### src/adcc_consts.vh
// Function
// - control byte bits D1,D2 choose the output register for the next cycle
// - select 00 gives result B3-B10, select 01 gives result B11-B18
// - select 10 gives the status byte; select 11 gives invalid data
// - read-zero set makes the next conversion measure zero error with inputs shorted
// - sleep bit D5 enters sleep when end-of-conversion next rises; oscillator stops
// - serial interface keeps working while asleep
// - D6 zero integrates 546 counts, D6 one integrates 655 counts
// - start bit D7 launches exactly one conversion, then device idles
// - end-of-conversion is one whenever the conversion counter is 0000
// - start set with counter 0000 launches conversion and loads counter 0001
// - start bit clears automatically five oscillator cycles after launch
// - start is sampled only at count 0000, so an early start is held
// - commands are 8 bits, MSB first, shifted on rising clock, latched on select rise
// - output data shifts out on falling serial clock edges during the command
// - byte with D0 one goes to the user-output register, else control register
// - user-output register bits D4..D7 drive user outputs 0..3
`ifndef ADCC_CONSTS_VH
`define ADCC_CONSTS_VH
`define ADCC_BIT_SEL_ZERO 0
`define ADCC_BIT_SEL_LO 1
`define ADCC_BIT_SEL_HI 2
`define ADCC_BIT_RZERO 4
`define ADCC_BIT_SLEEP 5
`define ADCC_BIT_LINE 6
`define ADCC_BIT_START 7
`define ADCC_SEL_LOW 2'h0
`define ADCC_SEL_HIGH 2'h1
`define ADCC_SEL_STAT 2'h2
`define ADCC_CNT_W 11
`define ADCC_CNT_IDLE 11'h000
`define ADCC_CNT_FIRST 11'h001
`define ADCC_CNT_LAST 11'h7FF
`define ADCC_CNT_START_CLR 11'h005
`define ADCC_INT_BEGIN 11'h010
`define ADCC_INT_60 11'h222
`define ADCC_INT_50 11'h28F
`define ADCC_BYTE_BITS 3'h7
`define ADCC_INVALID 8'hFF
`define ADCC_MSB 7
`define ADCC_START_AGE_LAST 3'h4
`endif

### src/adcc_top.v
`timescale 1ns/1ns
`include "adcc_consts.vh"
module adcc_top #(
	parameter RES_W = 19
) (
	input wire clock_i,
	input wire rstn_i,
	input wire ce_i,
	input wire sclk_i,
	input wire csn_i,
	input wire din_i,
	input wire osc_i,
	input wire [RES_W-1:0] result_i,
	input wire result_valid_i,
	input wire polarity_neg_i,
	input wire collision_i,
	output reg dout_o,
	output reg eoc_o,
	output reg integrating_o,
	output reg sleep_o,
	output reg read_zero_o,
	output reg [3:0] user_out_o,
	output reg [`ADCC_CNT_W-1:0] conv_count_o
);
	// ==========================================
	// input synchronisers
	reg [1:0] sclk_s, csn_s, din_s, osc_s;
	reg sclk_d, csn_d, osc_d;
	always @(posedge clock_i or negedge rstn_i) begin
		if (!rstn_i) begin
			sclk_s <= 2'h0;
			csn_s <= 2'h3;
			din_s <= 2'h0;
			osc_s <= 2'h0;
			sclk_d <= 1'b0;
			csn_d <= 1'b1;
			osc_d <= 1'b0;
		end else if (ce_i) begin
			sclk_s <= {sclk_s[0], sclk_i};
			csn_s <= {csn_s[0], csn_i};
			din_s <= {din_s[0], din_i};
			osc_s <= {osc_s[0], osc_i};
			sclk_d <= sclk_s[1];
			csn_d <= csn_s[1];
			osc_d <= osc_s[1];
		end
	end
	wire sclk_rise = sclk_s[1] & ~sclk_d;
	wire sclk_fall = ~sclk_s[1] & sclk_d;
	wire cs_rise = csn_s[1] & ~csn_d;
	wire cs_fall = ~csn_s[1] & csn_d;
	// oscillator stops in sleep; only conversion logic sees its ticks
	wire osc_tick = osc_s[1] & ~osc_d & ~sleep_o;

	// ==========================================
	// serial command path
	reg [7:0] shift_in;
	reg [7:0] shift_out;
	reg [1:0] reg_select;
	reg line_50hz;
	reg start_req;
	reg sleep_req;
	reg [RES_W-1:0] result;
	reg collision;
	wire [7:0] cmd_byte = {shift_in[6:0], din_s[1]};

	function [7:0] adcc_out_byte;
		input [1:0] sel;
		input [RES_W-1:0] res;
		input [4:0] flags;
		begin
			case (sel)
				`ADCC_SEL_LOW: adcc_out_byte = res[10:3];
				`ADCC_SEL_HIGH: adcc_out_byte = res[18:11];
				`ADCC_SEL_STAT: adcc_out_byte = {flags, res[2:0]};
				default: adcc_out_byte = `ADCC_INVALID;
			endcase
		end
	endfunction

	wire [4:0] status_flags = {collision, eoc_o, integrating_o, sleep_o, polarity_neg_i};
	wire [7:0] sel_byte = adcc_out_byte(reg_select, result, status_flags);
	reg start_set;
	reg stat_read;
	always @(posedge clock_i or negedge rstn_i) begin
		if (!rstn_i) begin
			shift_in <= 8'h00;
			shift_out <= 8'h00;
			dout_o <= 1'b0;
			reg_select <= `ADCC_SEL_LOW;
			line_50hz <= 1'b0;
			sleep_req <= 1'b0;
			read_zero_o <= 1'b0;
			user_out_o <= 4'h0;
			start_set <= 1'b0;
			stat_read <= 1'b0;
		end else if (ce_i) begin
			start_set <= 1'b0;
			stat_read <= 1'b0;
			// interface runs from clock_i, so it stays alive in sleep
			if (cs_fall) begin
				shift_out <= sel_byte;
				dout_o <= sel_byte[`ADCC_MSB];
				stat_read <= (reg_select == `ADCC_SEL_STAT);
			end else if (!csn_s[1] && sclk_fall) begin
				shift_out <= {shift_out[6:0], 1'b0};
				dout_o <= shift_out[`ADCC_MSB - 1];
			end
			if (!csn_s[1] && sclk_rise)
				shift_in <= cmd_byte;
			if (cs_rise) begin
				if (shift_in[`ADCC_BIT_SEL_ZERO]) begin
					user_out_o <= shift_in[7:4];
				end else begin
					reg_select <= {shift_in[`ADCC_BIT_SEL_LO], shift_in[`ADCC_BIT_SEL_HI]};
					read_zero_o <= shift_in[`ADCC_BIT_RZERO];
					sleep_req <= shift_in[`ADCC_BIT_SLEEP];
					line_50hz <= shift_in[`ADCC_BIT_LINE];
					start_set <= shift_in[`ADCC_BIT_START];
				end
			end
		end
	end

	// ==========================================
	// start request handling
	reg [2:0] start_age;
	reg launched;
	wire at_idle = (conv_count_o == `ADCC_CNT_IDLE);
	// a start landing in the launch cycle itself waits for the next idle count
	wire launch_now = osc_tick & at_idle & start_req & ~start_set;
	always @(posedge clock_i or negedge rstn_i) begin
		if (!rstn_i) begin
			start_req <= 1'b0;
			start_age <= 3'h0;
			launched <= 1'b0;
		end else if (ce_i) begin
			if (start_set)
				start_req <= 1'b1; // held until cleared five oscillator ticks after launch
			if (launch_now) begin
				launched <= 1'b1;
				start_age <= 3'h0;
			end else if (osc_tick && launched) begin
				start_age <= start_age + 3'h1;
				// a start written in the same cycle as the clear survives it
				if (start_age == `ADCC_START_AGE_LAST) begin
					start_req <= start_set;
					launched <= 1'b0;
				end
			end
		end
	end

	// ==========================================
	// conversion counter
	function [`ADCC_CNT_W-1:0] adcc_int_end;
		input line50;
		begin
			if (line50)
				adcc_int_end = `ADCC_INT_BEGIN + `ADCC_INT_50;
			else
				adcc_int_end = `ADCC_INT_BEGIN + `ADCC_INT_60;
		end
	endfunction

	wire [`ADCC_CNT_W-1:0] int_end = adcc_int_end(line_50hz);
	always @(posedge clock_i or negedge rstn_i) begin
		if (!rstn_i) begin
			conv_count_o <= `ADCC_CNT_IDLE;
			eoc_o <= 1'b1;
			integrating_o <= 1'b0;
		end else if (ce_i && osc_tick) begin
			if (launch_now) begin
				conv_count_o <= `ADCC_CNT_FIRST;
				eoc_o <= 1'b0;
			end else if (conv_count_o == `ADCC_CNT_LAST) begin
				conv_count_o <= `ADCC_CNT_IDLE; // single shot
				eoc_o <= 1'b1;
			end else if (!at_idle) begin
				conv_count_o <= conv_count_o + `ADCC_CNT_FIRST;
			end
			// integrate phase opens at a fixed count and closes at a count chosen by line_50hz
			if (conv_count_o == `ADCC_INT_BEGIN)
				integrating_o <= 1'b1;
			if (conv_count_o == int_end)
				integrating_o <= 1'b0;
		end
	end

	// ==========================================
	// sleep control
	wire sleep_enter = osc_tick & (conv_count_o == `ADCC_CNT_LAST) & sleep_req;
	// any control byte without the sleep bit wakes the device
	wire sleep_wake = cs_rise & ~shift_in[`ADCC_BIT_SEL_ZERO] & ~shift_in[`ADCC_BIT_SLEEP];
	always @(posedge clock_i or negedge rstn_i) begin
		if (!rstn_i) begin
			sleep_o <= 1'b0;
		end else if (ce_i) begin
			// entering wins a tie, matching the eoc edge that triggers it
			if (sleep_enter)
				sleep_o <= 1'b1;
			else if (sleep_wake)
				sleep_o <= 1'b0;
		end
	end

	// ==========================================
	// result capture and collision flag
	always @(posedge clock_i or negedge rstn_i) begin
		if (!rstn_i) begin
			result <= {RES_W{1'b0}};
			collision <= 1'b0;
		end else if (ce_i) begin
			if (result_valid_i)
				result <= result_i;
			// a result landing inside a frame beats the collision_i load of a status read
			if (result_valid_i && !csn_s[1])
				collision <= 1'b1;
			else if (stat_read)
				collision <= collision_i;
		end
	end
endmodule // adcc_top

### config.mk
export PLATFORM = sky130hd
export DESIGN_NAME = adcc_top
export DESIGN_NICKNAME = d
export VERILOG_FILES = /design/src/adcc_top.v
export VERILOG_INCLUDE_DIRS = /design/src
export SDC_FILE = /design/constraint.sdc
export NUM_CORES = 1
export LEC_CHECK = 0
export ABC_AREA = 1
export BUFFER_PORTS_ARGS = -buffer_cell sky130_fd_sc_hd__buf_2
export CAP_MARGIN = 20
export CORE_ASPECT_RATIO = 1.5
export CORE_MARGIN = 3
export CORE_UTILIZATION = 45
export CTS_BUF_LIST = sky130_fd_sc_hd__clkbuf_2
export DETAILED_ROUTE_END_ITERATION = 8
export PLACE_DENSITY = 0.63
export SYNTH_ARGS = -nofsm -noshare
export SYNTH_HDL_FRONTEND = slang
export SYNTH_SLANG_ARGS = --single-unit
### constraint.sdc
create_clock -name clock_i -period 1.5 [get_ports clock_i]
set_input_delay 0.15 -clock clock_i [delete_from_list [all_inputs] [get_ports clock_i]]
set_output_delay 0.15 -clock clock_i [all_outputs]
set_load 0.005 [all_outputs]
; ---- Word level (Yosys, flattened, before mapping)
; Cells that the tools add are included.
[word_totals]
in_bits = 29
reg_bits = 77
out_inout_bits = 20
[op_classes]
n_reduce_logical = 27
muxes = 29
n_eq_ne = 7
n_addsub = 2
n_bitwise = 22
[ops]
columns = cell, count
row1 = 2-to-1 mux 11 bit, 3
row2 = case mux 8 bit (3 select lines), 1
row3 = 2-to-1 mux 1 bit, 20
row4 = AND reduction 2 bit, 9
row5 = 2-to-1 mux 7 bit, 2
row6 = nonzero test 2 bit, 7
row7 = bitwise AND 1 bit, 13
row8 = "adder 11 x 1 -> 11 bit, second input constant", 1
row9 = equality test 11 bit, 1
row10 = "equality test 11 bit, second input constant", 1
row11 = "equality test 11 x 5 -> 1 bit, second input constant", 1
row12 = logical NOT 11 bit, 1
row13 = inverter 1 bit, 9
row14 = AND reduction 3 bit, 3
row15 = 2-to-1 mux 8 bit, 1
row16 = 2-to-1 mux 3 bit, 2
row17 = logical AND 1 bit, 5
row18 = "adder 3 x 1 -> 3 bit, second input constant", 1
row19 = "equality test 3 bit, second input constant", 1
row20 = "inequality test 3 x 1 -> 1 bit, second input constant", 1
row21 = "equality test 2 x 1 -> 1 bit, second input constant", 1
row22 = "equality test 2 bit, second input constant", 1
row23 = logical NOT 2 bit, 1
row24 = logical NOT 1 bit, 1

; ---- Longest topological paths before layout
; Gate-level depths: netlist of run 1.
[depth]
depth_word = 8
depth_mapped = 11
depth_no_buf = 11

; ---- Worst setup path after synthesis of run 1
; OpenSTA, ideal clock, no wires.
[synth_path]
kind = flip-flop to flip-flop
from = reg conv_count_o[0]
to = reg conv_count_o[10]
n_path_buf = 1
arrival_time_ns = 1.388
stages_incl_launch_ff = 12
period_less_slack_ns = 1.462
required_ns = 1.426
slack_ns = 0.038
setup_time_ns = 0.074
cell_sequence = dfrtp_1 > inv_1 > ha_1 > inv_1 > nor2_1 > nand3_2 > nor2_4 > o21ai_2 > nand2_4 > buf_12 > nand2_1 > o21ai_2
[synth_between]
elab_chain_cells = 6
[synth_rtl]
columns = element, line
row1 = start: declaration, adcc_top.v:23  ; output reg [`ADCC_CNT_W-1:0] conv_count_o
row2 = start signal: assignment, adcc_top.v:169  ; conv_count_o <= `ADCC_CNT_IDLE;
row3 = start signal: assignment, adcc_top.v:174  ; conv_count_o <= `ADCC_CNT_FIRST;
row4 = start signal: assignment, adcc_top.v:177  ; conv_count_o <= `ADCC_CNT_IDLE;
row5 = "parallel branches: the longest is 6 deep, another holds adder 11 x 1 -> 11 bit", --
; Parallel ways; which one is timed is not known. The select of a mux whose other input is x is not followed.
; A chain may end at the register's enable or synchronous reset.

; ---- Final worst setup path of run 1
[layout_path]
from = reg conv_count_o[0]
to = reg conv_count_o[5]
; The elaborated chain is that of the path after synthesis.

==> flow_summary.ini, run 1 <==
[cts]
worst_setup_hold_path_clk_slew_ns = 0.21
cts_buffers = 9
insertion_delay_ns = 0.52
cts_max_level = 3
clock-root-buffer = sky130_fd_sc_hd__clkbuf_2
cts.sink_count = 77
tritoncts = built
ctsLongestPathBuffers = 2

[grt]
grtUsageTotal_pct = 19.9
vias_in_the_first_global_route = 3124
globalRoute.totalOverflow = 0
antenna_found_initial = 0
grt_pass1_wl_um = 14200
grt_max_degree = 34

[power_and_ir_drop]
power_density_nw_per_um2 = 1370
power.static_leakage_uw = 0.00244
vdd.ir_drop.worst_mv = 0.790
p_total_uw = 6850

[layout]
diodes = 0
stdcell_area_um2 = 5000
fraction_of_the_core_area_covered_by_cells_at_the_end_of_the_flow_pct = 64.5
fin_nets = 561
area_growth_syn_to_layout_pct = 36.6
final_layout_size_suffix_gt1_share_pct = 34.8

[placement]
hpwl_um = 5910
placement.cell_area_um2 = 4170
gp_routability_congestion = 0.914
io_buffer_count = 48
dp_worst_setup_slack_ns = -0.0470

[run_status]
status = finished, violations left
failed_checks = setup timing

[timing]
fin_worst_skew_ns = 0.0297
fin_crit_sh_pct = 106
timing_hold_violations_final = 0
final_period_minus_worst_setup_slack_ns = 1.59
setup_viol = 17
relSlewSlack_pct = 68.2
final_max_slew_violation_count = 0
timing.final.ws_setup_ns = -0.0921
timing.fmax_mhz = 628
fin_hold_ws_ns = 0.128
rsz0062_at_grt = yes
worst_margin_pin_slew_ns = 0.476

[die]
core_area_um2 = 7760
initial_utilization_pct = 47.2
die_h_um = 116
die_area_um2 = 9280
pin_count = 49
floorplan.die.width_um = 79.6
num_rows = 39

[critical_path]
critical_path_required_ns = 1.94
chain_of_cells_forming_the_critical_path = inv_2 > ha_4 > inv_2 > nor2_2 > nand3_2 > nor2_4 > o21ai_2 > nand2_4 > inv_2 > nand2_1 > nand2_1
worst_path_largest_cell_delay_ns = 0.46
timing.critical_path.slowest_stage_cell = sky130_fd_sc_hd__dfrtp_1
critical_path_end_type = flop
r2r.worst_path.cells = 11
worst_ep_arrival_time_ns = 2.03
path_max_fanout = 6
critPathLaunchType = flop
setup.worst_path.class = flop to flop
worst_path_most_repeated_cell = sky130_fd_sc_hd__inv_2

[drt]
routed-via-count = 3171
viasPerCell = 5.00
wirelength_routed_um = 8710
drt_iter0_markers = 113
drtPass1Iterations = 4
route.antenna.remaining_nets = 0
post_drt_wl_per_cell_um = 13.7
drc_errors = 0

[synthesis]
synth_area_um2 = 3660
synth_seq_cells = 77
post_synth.cell_area_avg_um2 = 9.15
post_synth_main_area_contributors = sky130_fd_sc_hd__dfrtp_1, sky130_fd_sc_hd__nand2_1, sky130_fd_sc_hd__mux2_2
synth_top_area_share_pct = 49.9
post_synth_inst_count = 400
yosys_warnings = 0
synth_largest_area_cell = sky130_fd_sc_hd__dfrtp_1
post_synth_num_cell_types = 33
proportion_of_synthesized_chip_area_in_sequential_cells_pct = 52.8
synth_nets = 433

[job]
drv.max_cap_violation_count = 0

[min_path]
hold_path.class = input port to asynchronous set/reset pin
## state kept, by name, summed over array words and instances, names as in the netlist, 2 cells and up
name          cells
start_age         3
din_s             2
osc_s             2
reg_select        2
result           19
sclk_s            2
user_out_o        4
shift_in          8
csn_s             2
conv_count_o     11
shift_out         7
## worst max-delay path: cells and delay by family, from the launching register on
kind	cells	cell delay (ns)
flip-flops	1	0.46
adder cells (fa/ha/maj)	1	0.13
AND/OR/NAND/NOR	6	0.64
buffers and inverters	3	0.20
AO/OA/AOI/OAI	1	0.08
## kinds of logic after synthesis
family | count (synthesis) | synth area share, %
XOR/XNOR | 8 | 1.91
AO/OA/AOI/OAI | 59 | 9.77
flip-flops | 77 | 52.8
adder cells (fa/ha/maj) | 4 | 1.37
buffers and inverters | 51 | 6.46
AND/OR/NAND/NOR | 183 | 22.2
multiplexers | 18 | 5.54
## cell type report
class / instances / area [µm²]
repair buffers: 128 / 1020
inverters: 40 / 150
flip-flops and latches: 77 / 1930
clock buffers: 10 / 50.0
clock inverters: 5 / 124
fillers: 668 / 2760
multi-input cells: 272 / 1600
well taps: 102 / 128
## layer usage
| metal | wire (µm) | up-vias | part of all wire [%] | GRT usage [%] |
|---|---|---|---|---|
| met2 | 4680 | 66 | 54 | 34.8 |
| met1 | 3560 | 1532 | 41 | 22.7 |
| li1 | - | 1554 | - | - |
| met5 | 0 | - | 0 | 0 |
| met3 | 242 | 19 | 2.8 | 4.78 |
| met4 | 217 | 0 | 2.5 | 9.29 |
## metrics by stage
stage / cells / TNS, ns
floorplan: 400 / 0
global placement: 566 / 0
detailed placement: 566 / -0.255
CTS: 621 / -0.349
global route: 634 / -2.46
finish: 634 / -1.04
## cells in the mapped netlist (all sizes together)
library cell,instances
nand3,22
o22ai,2
buf,9
ha,4
a31o,1
a21oi,5
nand4,8
nor2,33
nand2,119
nor3,1
xnor2,2
clkbuf,2
mux2,18
o21bai,1
xor2,6
inv,40
o2111ai,2
o21ai,43
dfrtp,73
o211ai,5
dfstp,4
## worst paths after layout
path | start | endpoint | slack [ns]
max | conv_count_o[0] | conv_count_o[5] | -0.09
min | rstn_i | user_out_o[3] | 0.13
max reg2reg | conv_count_o[0] | conv_count_o[5] | -0.09
min reg2reg | csn_s[0] | csn_s[1] | 0.50
max in group asynchronous | rstn_i | shift_in[6] | 0.48
min in group clock_i | osc_i | osc_s[0] | 0.34
## power by group
| group | total (µW) | internal, µW | leakage, µW | switching (µW) |
|---|---|---|---|---|
| Clock | 1580 | 879 | 0.0000996 | 701 |
| Combinational | 2280 | 1100 | 0.00139 | 1180 |
| Sequential | 2990 | 2610 | 0.000955 | 376 |
## timing repair
action,in CTS,in global routing
cloned,1,0
buffers inserted,9,13
hold endpoints to repair,103,0
hold buffers,30,0
pin swaps,1,9
endpoints found under the setup margin,17,45
resized for setup,10,38
## cells in the final DEF, fill, tap and decap left out, drive strengths merged
| master | count |
|---|---|
| clkbuf | 10 |
| nand4 | 8 |
| o21ai | 43 |
| bufinv | 4 |
| o22ai | 2 |
| dfrtp | 73 |
| inv | 40 |
| o2111ai | 2 |
| xor2 | 6 |
| buf | 98 |
| nor2 | 33 |
| dlygate4sd3 | 30 |
| nand3 | 22 |
| nand2 | 119 |
| o21bai | 1 |
| nor3 | 1 |
| clkinv | 1 |
| xnor2 | 2 |
| mux2 | 18 |
| o211ai | 5 |
| dfstp | 4 |
| a31o | 1 |
| a21oi | 5 |
| ha | 4 |
Power figures use the tool's default switching activity.
==> inputs of run 2 (changes only) <==
Settings changed: CORE_UTILIZATION 45 to 30, PLACE_DENSITY 0.63 to 0.45.
==> flow_summary.ini, run 2 (synthesis gave the netlist of run 1 again) <==
[critical_path]
crit-reg2reg-launch = conv_count_o[0]
r2r.worst_path.cells = 11
r2r-end = conv_count_o[2]
r2r_slack_ns = -0.02
worst_ep_arrival_time_ns = 1.97
timing.critical_path.from = conv_count_o[0]
critical_path_end_type = flop
critPathLaunchType = flop
cp-endpoint = conv_count_o[2]
critical_path_required_ns = 1.95
path_max_fanout = 8
setup.worst_path.class = flop to flop

[power_and_ir_drop]
vdd.ir_drop.worst_mv = 0.535
p_total_uw = 5960
power.sequential.fraction_pct = 50.0
p_switching_uw = 2180
p_sw_share_pct = 36.6
power_density_nw_per_um2 = 1220
power.static_leakage_uw = 0.00236
part_of_the_power_in_combinational_logic_pct = 34.3
internal_power_uw = 3770
clock_power_share_pct = 15.7

[drt]
route.antenna.remaining_nets = 0
drtPass1Iterations = 4
routed-via-count = 3021
drc_errors = 0
drt_iter0_markers = 144
post_drt_wl_per_cell_um = 13.1
wirelength_routed_um = 8910
viasPerCell = 4.46

[cts]
clock-root-buffer = sky130_fd_sc_hd__clkbuf_2
worst_setup_hold_path_clk_slew_ns = 0.20
cts.sink_count = 77
ctsLongestPathBuffers = 2
tritoncts = built
insertion_delay_ns = 0.53
cts_buffers = 9
cts_max_level = 3

[run_status]
failed_checks = setup timing
status = finished, violations left

[min_path]
hold_path.class = input port to flop
whs_path_depth = 3

[grt]
grtUsageTotal_pct = 14.1
globalRoute.totalOverflow = 0
grt_pass1_wl_um = 14800
antenna_found_initial = 1
vias_in_the_first_global_route = 3043
grt_max_degree = 43

[die]
num_rows = 48
core_area_um2 = 11700
pin_count = 49
initial_utilization_pct = 31.3
floorplan.die.width_um = 96.2
die_area_um2 = 13600
die_h_um = 141

[timing]
rsz0062_at_grt = yes
timing_hold_violations_final = 0
timing.final.ws_setup_ns = -0.0191
worst_margin_pin_slew_ns = 0.336
fin_worst_skew_ns = 0.0281
final_period_minus_worst_setup_slack_ns = 1.52
setup_viol = 5
fin_crit_sh_pct = 101
final_max_slew_violation_count = 0
relSlewSlack_pct = 77.6
timing.fmax_mhz = 658

[placement]
io_buffer_count = 48
hpwl_um = 6540
gp_routability_congestion = 0.785
numPlacedInstances = 616

[layout]
final_common_cell = sky130_fd_sc_hd__nand2_1
top_registers = result x19, conv_count_o x11, shift_in x8
regMostFlops = result
largest_register_ffs = 19
fin_nets = 555
final_layout_size_suffix_gt1_share_pct = 34.2
layoutNonFillerInstCount = 678
most-common-layout-cells = sky130_fd_sc_hd__nand2_1, sky130_fd_sc_hd__dfrtp_1, sky130_fd_sc_hd__buf_2, sky130_fd_sc_hd__buf_4, sky130_fd_sc_hd__inv_1
area_growth_syn_to_layout_pct = 33.9

[job]
drv.max_cap_violation_count = 0
## run 2: how the worst min path moves through the flow
stage / startpoint / endpoint / slack, ns
2_1_floorplan: rstn_i / collision / -0.15
3_3_place_gp: rstn_i / user_out_o[2] / 0.05
3_5_place_dp: rstn_i / shift_in[6] / 0.05
4_1_cts: ce_i / csn_s[0] / 0.02
5_1_grt: ce_i / start_set / 0.009
6_report: ce_i / start_set / 0.04
## run 2: area by class of cell
class                           instances  area (µm²)
Timing Repair Buffer                  122         956
Multi-Input combinational cell        272        1600
Inverter                               40         150
Sequential cell                        77        1930
Tap cell                              150         188
Clock buffer                           13        65.1
Clock inverter                          3        12.5
Fill cell                            1185        6810
Antenna cell                            1        2.50
## run 2: power by group through the flow
| stage | clock network (µW) | registers (µW) | logic [µW] |
|---|---|---|---|
| after floorplan | 0 | 2960 | 1150 |
| after global placement | 0 | 3010 | 1790 |
| after detailed placement | 0 | 3020 | 1830 |
| after CTS | 981 | 2980 | 2040 |
| after global routing | 1090 | 3050 | 2340 |
| final | 936 | 2980 | 2040 |
## run 2: worst max-delay path: stages (launching register included)
cell and delay (ns):
sky130_fd_sc_hd__dfrtp_1 0.44, sky130_fd_sc_hd__inv_2 0.08, sky130_fd_sc_hd__ha_4 0.12, sky130_fd_sc_hd__inv_2 0.03
sky130_fd_sc_hd__nor2_2 0.08, sky130_fd_sc_hd__nand3_2 0.10, sky130_fd_sc_hd__nor2_4 0.15, sky130_fd_sc_hd__o21ai_2 0.09
sky130_fd_sc_hd__nand2_4 0.11, sky130_fd_sc_hd__buf_12 0.14, sky130_fd_sc_hd__nand2_2 0.04, sky130_fd_sc_hd__o21ai_1 0.07
## run 2: per-stage QoR
step | setup WS [ns] | cell area, µm² | hold slack, ns | utilization, % | TNS, ns
floorplan | 0.0376 | 3660 | -0.146 | - | 0
global placement | -0.0104 | 4260 | 0.0525 | 36.4 | -0.0160
detailed placement | -0.0693 | 4260 | 0.0510 | 36.4 | -0.549
CTS | -0.0710 | 4720 | 0.0238 | 40.3 | -0.664
global route | -0.146 | 4900 | 0.00865 | 41.9 | -1.47
finish | -0.0191 | 4900 | 0.0430 | 41.9 | -0.0526
## run 2: metal layers
metal / part of all wire (%) / vias up / global-route usage (%)
li1: - / 1540 / -
met1: 43 / 1430 / 16.5
met2: 53 / 42 / 24.6
met3: 3.1 / 9 / 3.40
met4: 1.4 / 0 / 4.50
met5: 0 / - / 0
## run 2: what timing repair did
| item | 4_1_cts | 5_1_grt |
|---|---|---|
| pin swaps | 5 | 12 |
| setup buffers | 3 | 12 |
| gates resized for setup | 23 | 24 |
| hold buffers | 30 | 0 |
| setup endpoints to repair | 16 | 35 |
| hold endpoints to repair | 98 | 0 |
==> inputs of run 3 (changes only) <==
Settings changed: CTS_CLUSTER_DIAMETER set to 120.
Clock period 1.5 ns to 1.2 ns, I/O delays scaled along.
==> flow_summary.ini, run 3 (synthesis gave the netlist of run 1 again) <==
[grt]
grtUsageTotal_pct = 15.2
grt_max_degree = 35
antenna_found_initial = 1
grt_pass1_wl_um = 15800
vias_in_the_first_global_route = 3331
globalRoute.totalOverflow = 0

[placement]
placement.cell_area_um2 = 4500
io_buffer_count = 48
hpwl_um = 6840
gp_routability_congestion = 0.838
numPlacedInstances = 645
dp_worst_setup_slack_ns = -0.419

[layout]
regMostFlops = result
final_common_cell = sky130_fd_sc_hd__nand2_1
fillerInstances = 1137
most-common-layout-cells = sky130_fd_sc_hd__nand2_1, sky130_fd_sc_hd__dfrtp_1, sky130_fd_sc_hd__buf_4, sky130_fd_sc_hd__buf_2, sky130_fd_sc_hd__dlygate4sd3_1
final_layout_size_suffix_gt1_share_pct = 44.1
largest_register_ffs = 19
area_growth_syn_to_layout_pct = 55.2
stdcell_area_um2 = 5680
layoutNonFillerInstCount = 729
fraction_of_the_core_area_covered_by_cells_at_the_end_of_the_flow_pct = 48.5
top_registers = result x19, conv_count_o x11, shift_in x8
fin_nets = 606

[timing]
worst_margin_pin_slew_ns = 0.343
timing.final.ws_setup_ns = -0.384
final_period_minus_worst_setup_slack_ns = 1.58
timing_hold_violations_final = 0
fin_worst_skew_ns = 0.0315
relSlewSlack_pct = 77.0
final_max_slew_violation_count = 0
fin_crit_sh_pct = 132
setup_viol = 63
rsz0062_at_grt = yes
fin_hold_ws_ns = 0.0499
timing.fmax_mhz = 631

[critical_path]
r2r.worst_path.cells = 10
critical_path_required_ns = 1.68
setup.worst_path.class = flop to flop
critical_path_end_type = flop
path_max_fanout = 8
worst_ep_arrival_time_ns = 2.06
critPathLaunchType = flop

[cts]
worst_setup_hold_path_clk_slew_ns = 0.23
tritoncts = built
insertion_delay_ns = 0.55
clock-root-buffer = sky130_fd_sc_hd__clkbuf_2
cts.sink_count = 77
cts_max_level = 3
cts_buffers = 9
ctsLongestPathBuffers = 2

[power_and_ir_drop]
part_of_the_power_in_combinational_logic_pct = 38.5
vdd.ir_drop.worst_mv = 0.656
p_switching_uw = 3180
clock_power_share_pct = 20.4
power_density_nw_per_um2 = 1620
power.static_leakage_uw = 0.00271
power.sequential.fraction_pct = 41.0
internal_power_uw = 6010
p_sw_share_pct = 34.6

[die]
core_area_um2 = 11700
num_rows = 48
die_area_um2 = 13600
initial_utilization_pct = 31.3
pin_count = 49
die_h_um = 141
floorplan.die.width_um = 96.2

[job]
drv.max_cap_violation_count = 0

[min_path]
hold_path.class = input port to flop
whs_path_depth = 4

[drt]
drt_iter0_markers = 86
route.antenna.remaining_nets = 0
viasPerCell = 4.58
drc_errors = 0
routed-via-count = 3338
wirelength_routed_um = 9740
post_drt_wl_per_cell_um = 13.4
drtPass1Iterations = 4

[run_status]
failed_checks = setup timing
status = finished, violations left
[run 3: cell count changes in the layout (fill, tap and decap cells not counted), sizes merged]
cell           before  now
buf                92  138
bufinv              0    3
clkbuf             13   11
clkdlybuf4s15       0    1
clkinv              3    2
clkinvlp            0    1
dlygate4sd3        30   31
dlymetal6s4s        0    1
nand3              22   23
[run 3: path summary, 6_finish.rpt]
check                                      from               end  slack (ns)
worst max-delay path            conv_count_o[1]   conv_count_o[6]       -0.38
worst min-delay path                       ce_i          csn_s[1]        0.05
worst max register to register  conv_count_o[1]   conv_count_o[6]       -0.38
worst min register to register         csn_s[0]          csn_s[0]        0.48
max in group asynchronous                rstn_i             csn_d        0.13
min in group asynchronous                rstn_i  conv_count_o[10]        0.48
[run 3: power groups by stage]
stage	Clock, µW	Combinational, µW	Sequential (µW)
4_1_cts	1940	3120	3740
5_1_grt	2070	3950	3860
3_3_place_gp	0	2490	3760
3_5_place_dp	0	2530	3770
6_report	1880	3540	3770
2_1_floorplan	0	1470	3700
[run 3: cell type report]
cell class	count	area (µm²)	share of cell area [%]
tap	150	188	3.30
antenna	1	2.50	0.0440
multi-input combinational	273	1740	30.6
sequential	77	1940	34.1
timing repair buffer	172	1500	26.4
clock buffer	10	50.0	0.881
inverter	40	158	2.77
clock inverter	6	111	1.96
[run 3: worst max-delay path, stage by stage, from the launching register on]
cell and delay [ns]:
sky130_fd_sc_hd__dfrtp_1 0.47, sky130_fd_sc_hd__inv_2 0.09, sky130_fd_sc_hd__ha_4 0.13, sky130_fd_sc_hd__inv_2 0.04, sky130_fd_sc_hd__nor2_4 0.11, sky130_fd_sc_hd__nand3_4 0.09, sky130_fd_sc_hd__nor2_4 0.13, sky130_fd_sc_hd__o21ai_2 0.08
sky130_fd_sc_hd__nand2_4 0.15, sky130_fd_sc_hd__clkbuf_16 0.17, sky130_fd_sc_hd__o21ai_2 0.05
[run 3: repair_timing]
action	4_1_cts	5_1_grt
hold endpoints to repair	109	14
setup endpoints to repair	65	81
cloned	0	3
setup buffers	23	10
pin swaps	6	19
hold buffers	32	1
gates resized for setup	53	47
[run 3: stage by stage]
step	setup TNS (ns)	power, µW
floorplan	-4.37	5170
CTS	-11.19	8800
global placement	-7.72	6250
finish	-10.79	9200
global route	-15.80	9880
detailed placement	-8.93	6300
[run 3: routing by layer]
metal / part of all wire (%) / vias to the layer above / track usage (%) / routed length [µm]
met2: 55 / 49 / 27.9 / 5370
met3: 2.8 / 17 / 3.08 / 269
met4: 2.5 / 0 / 6.45 / 241
met5: 0 / - / 0 / 0
li1: - / 1655 / - / -
met1: 40 / 1617 / 16.3 / 3860
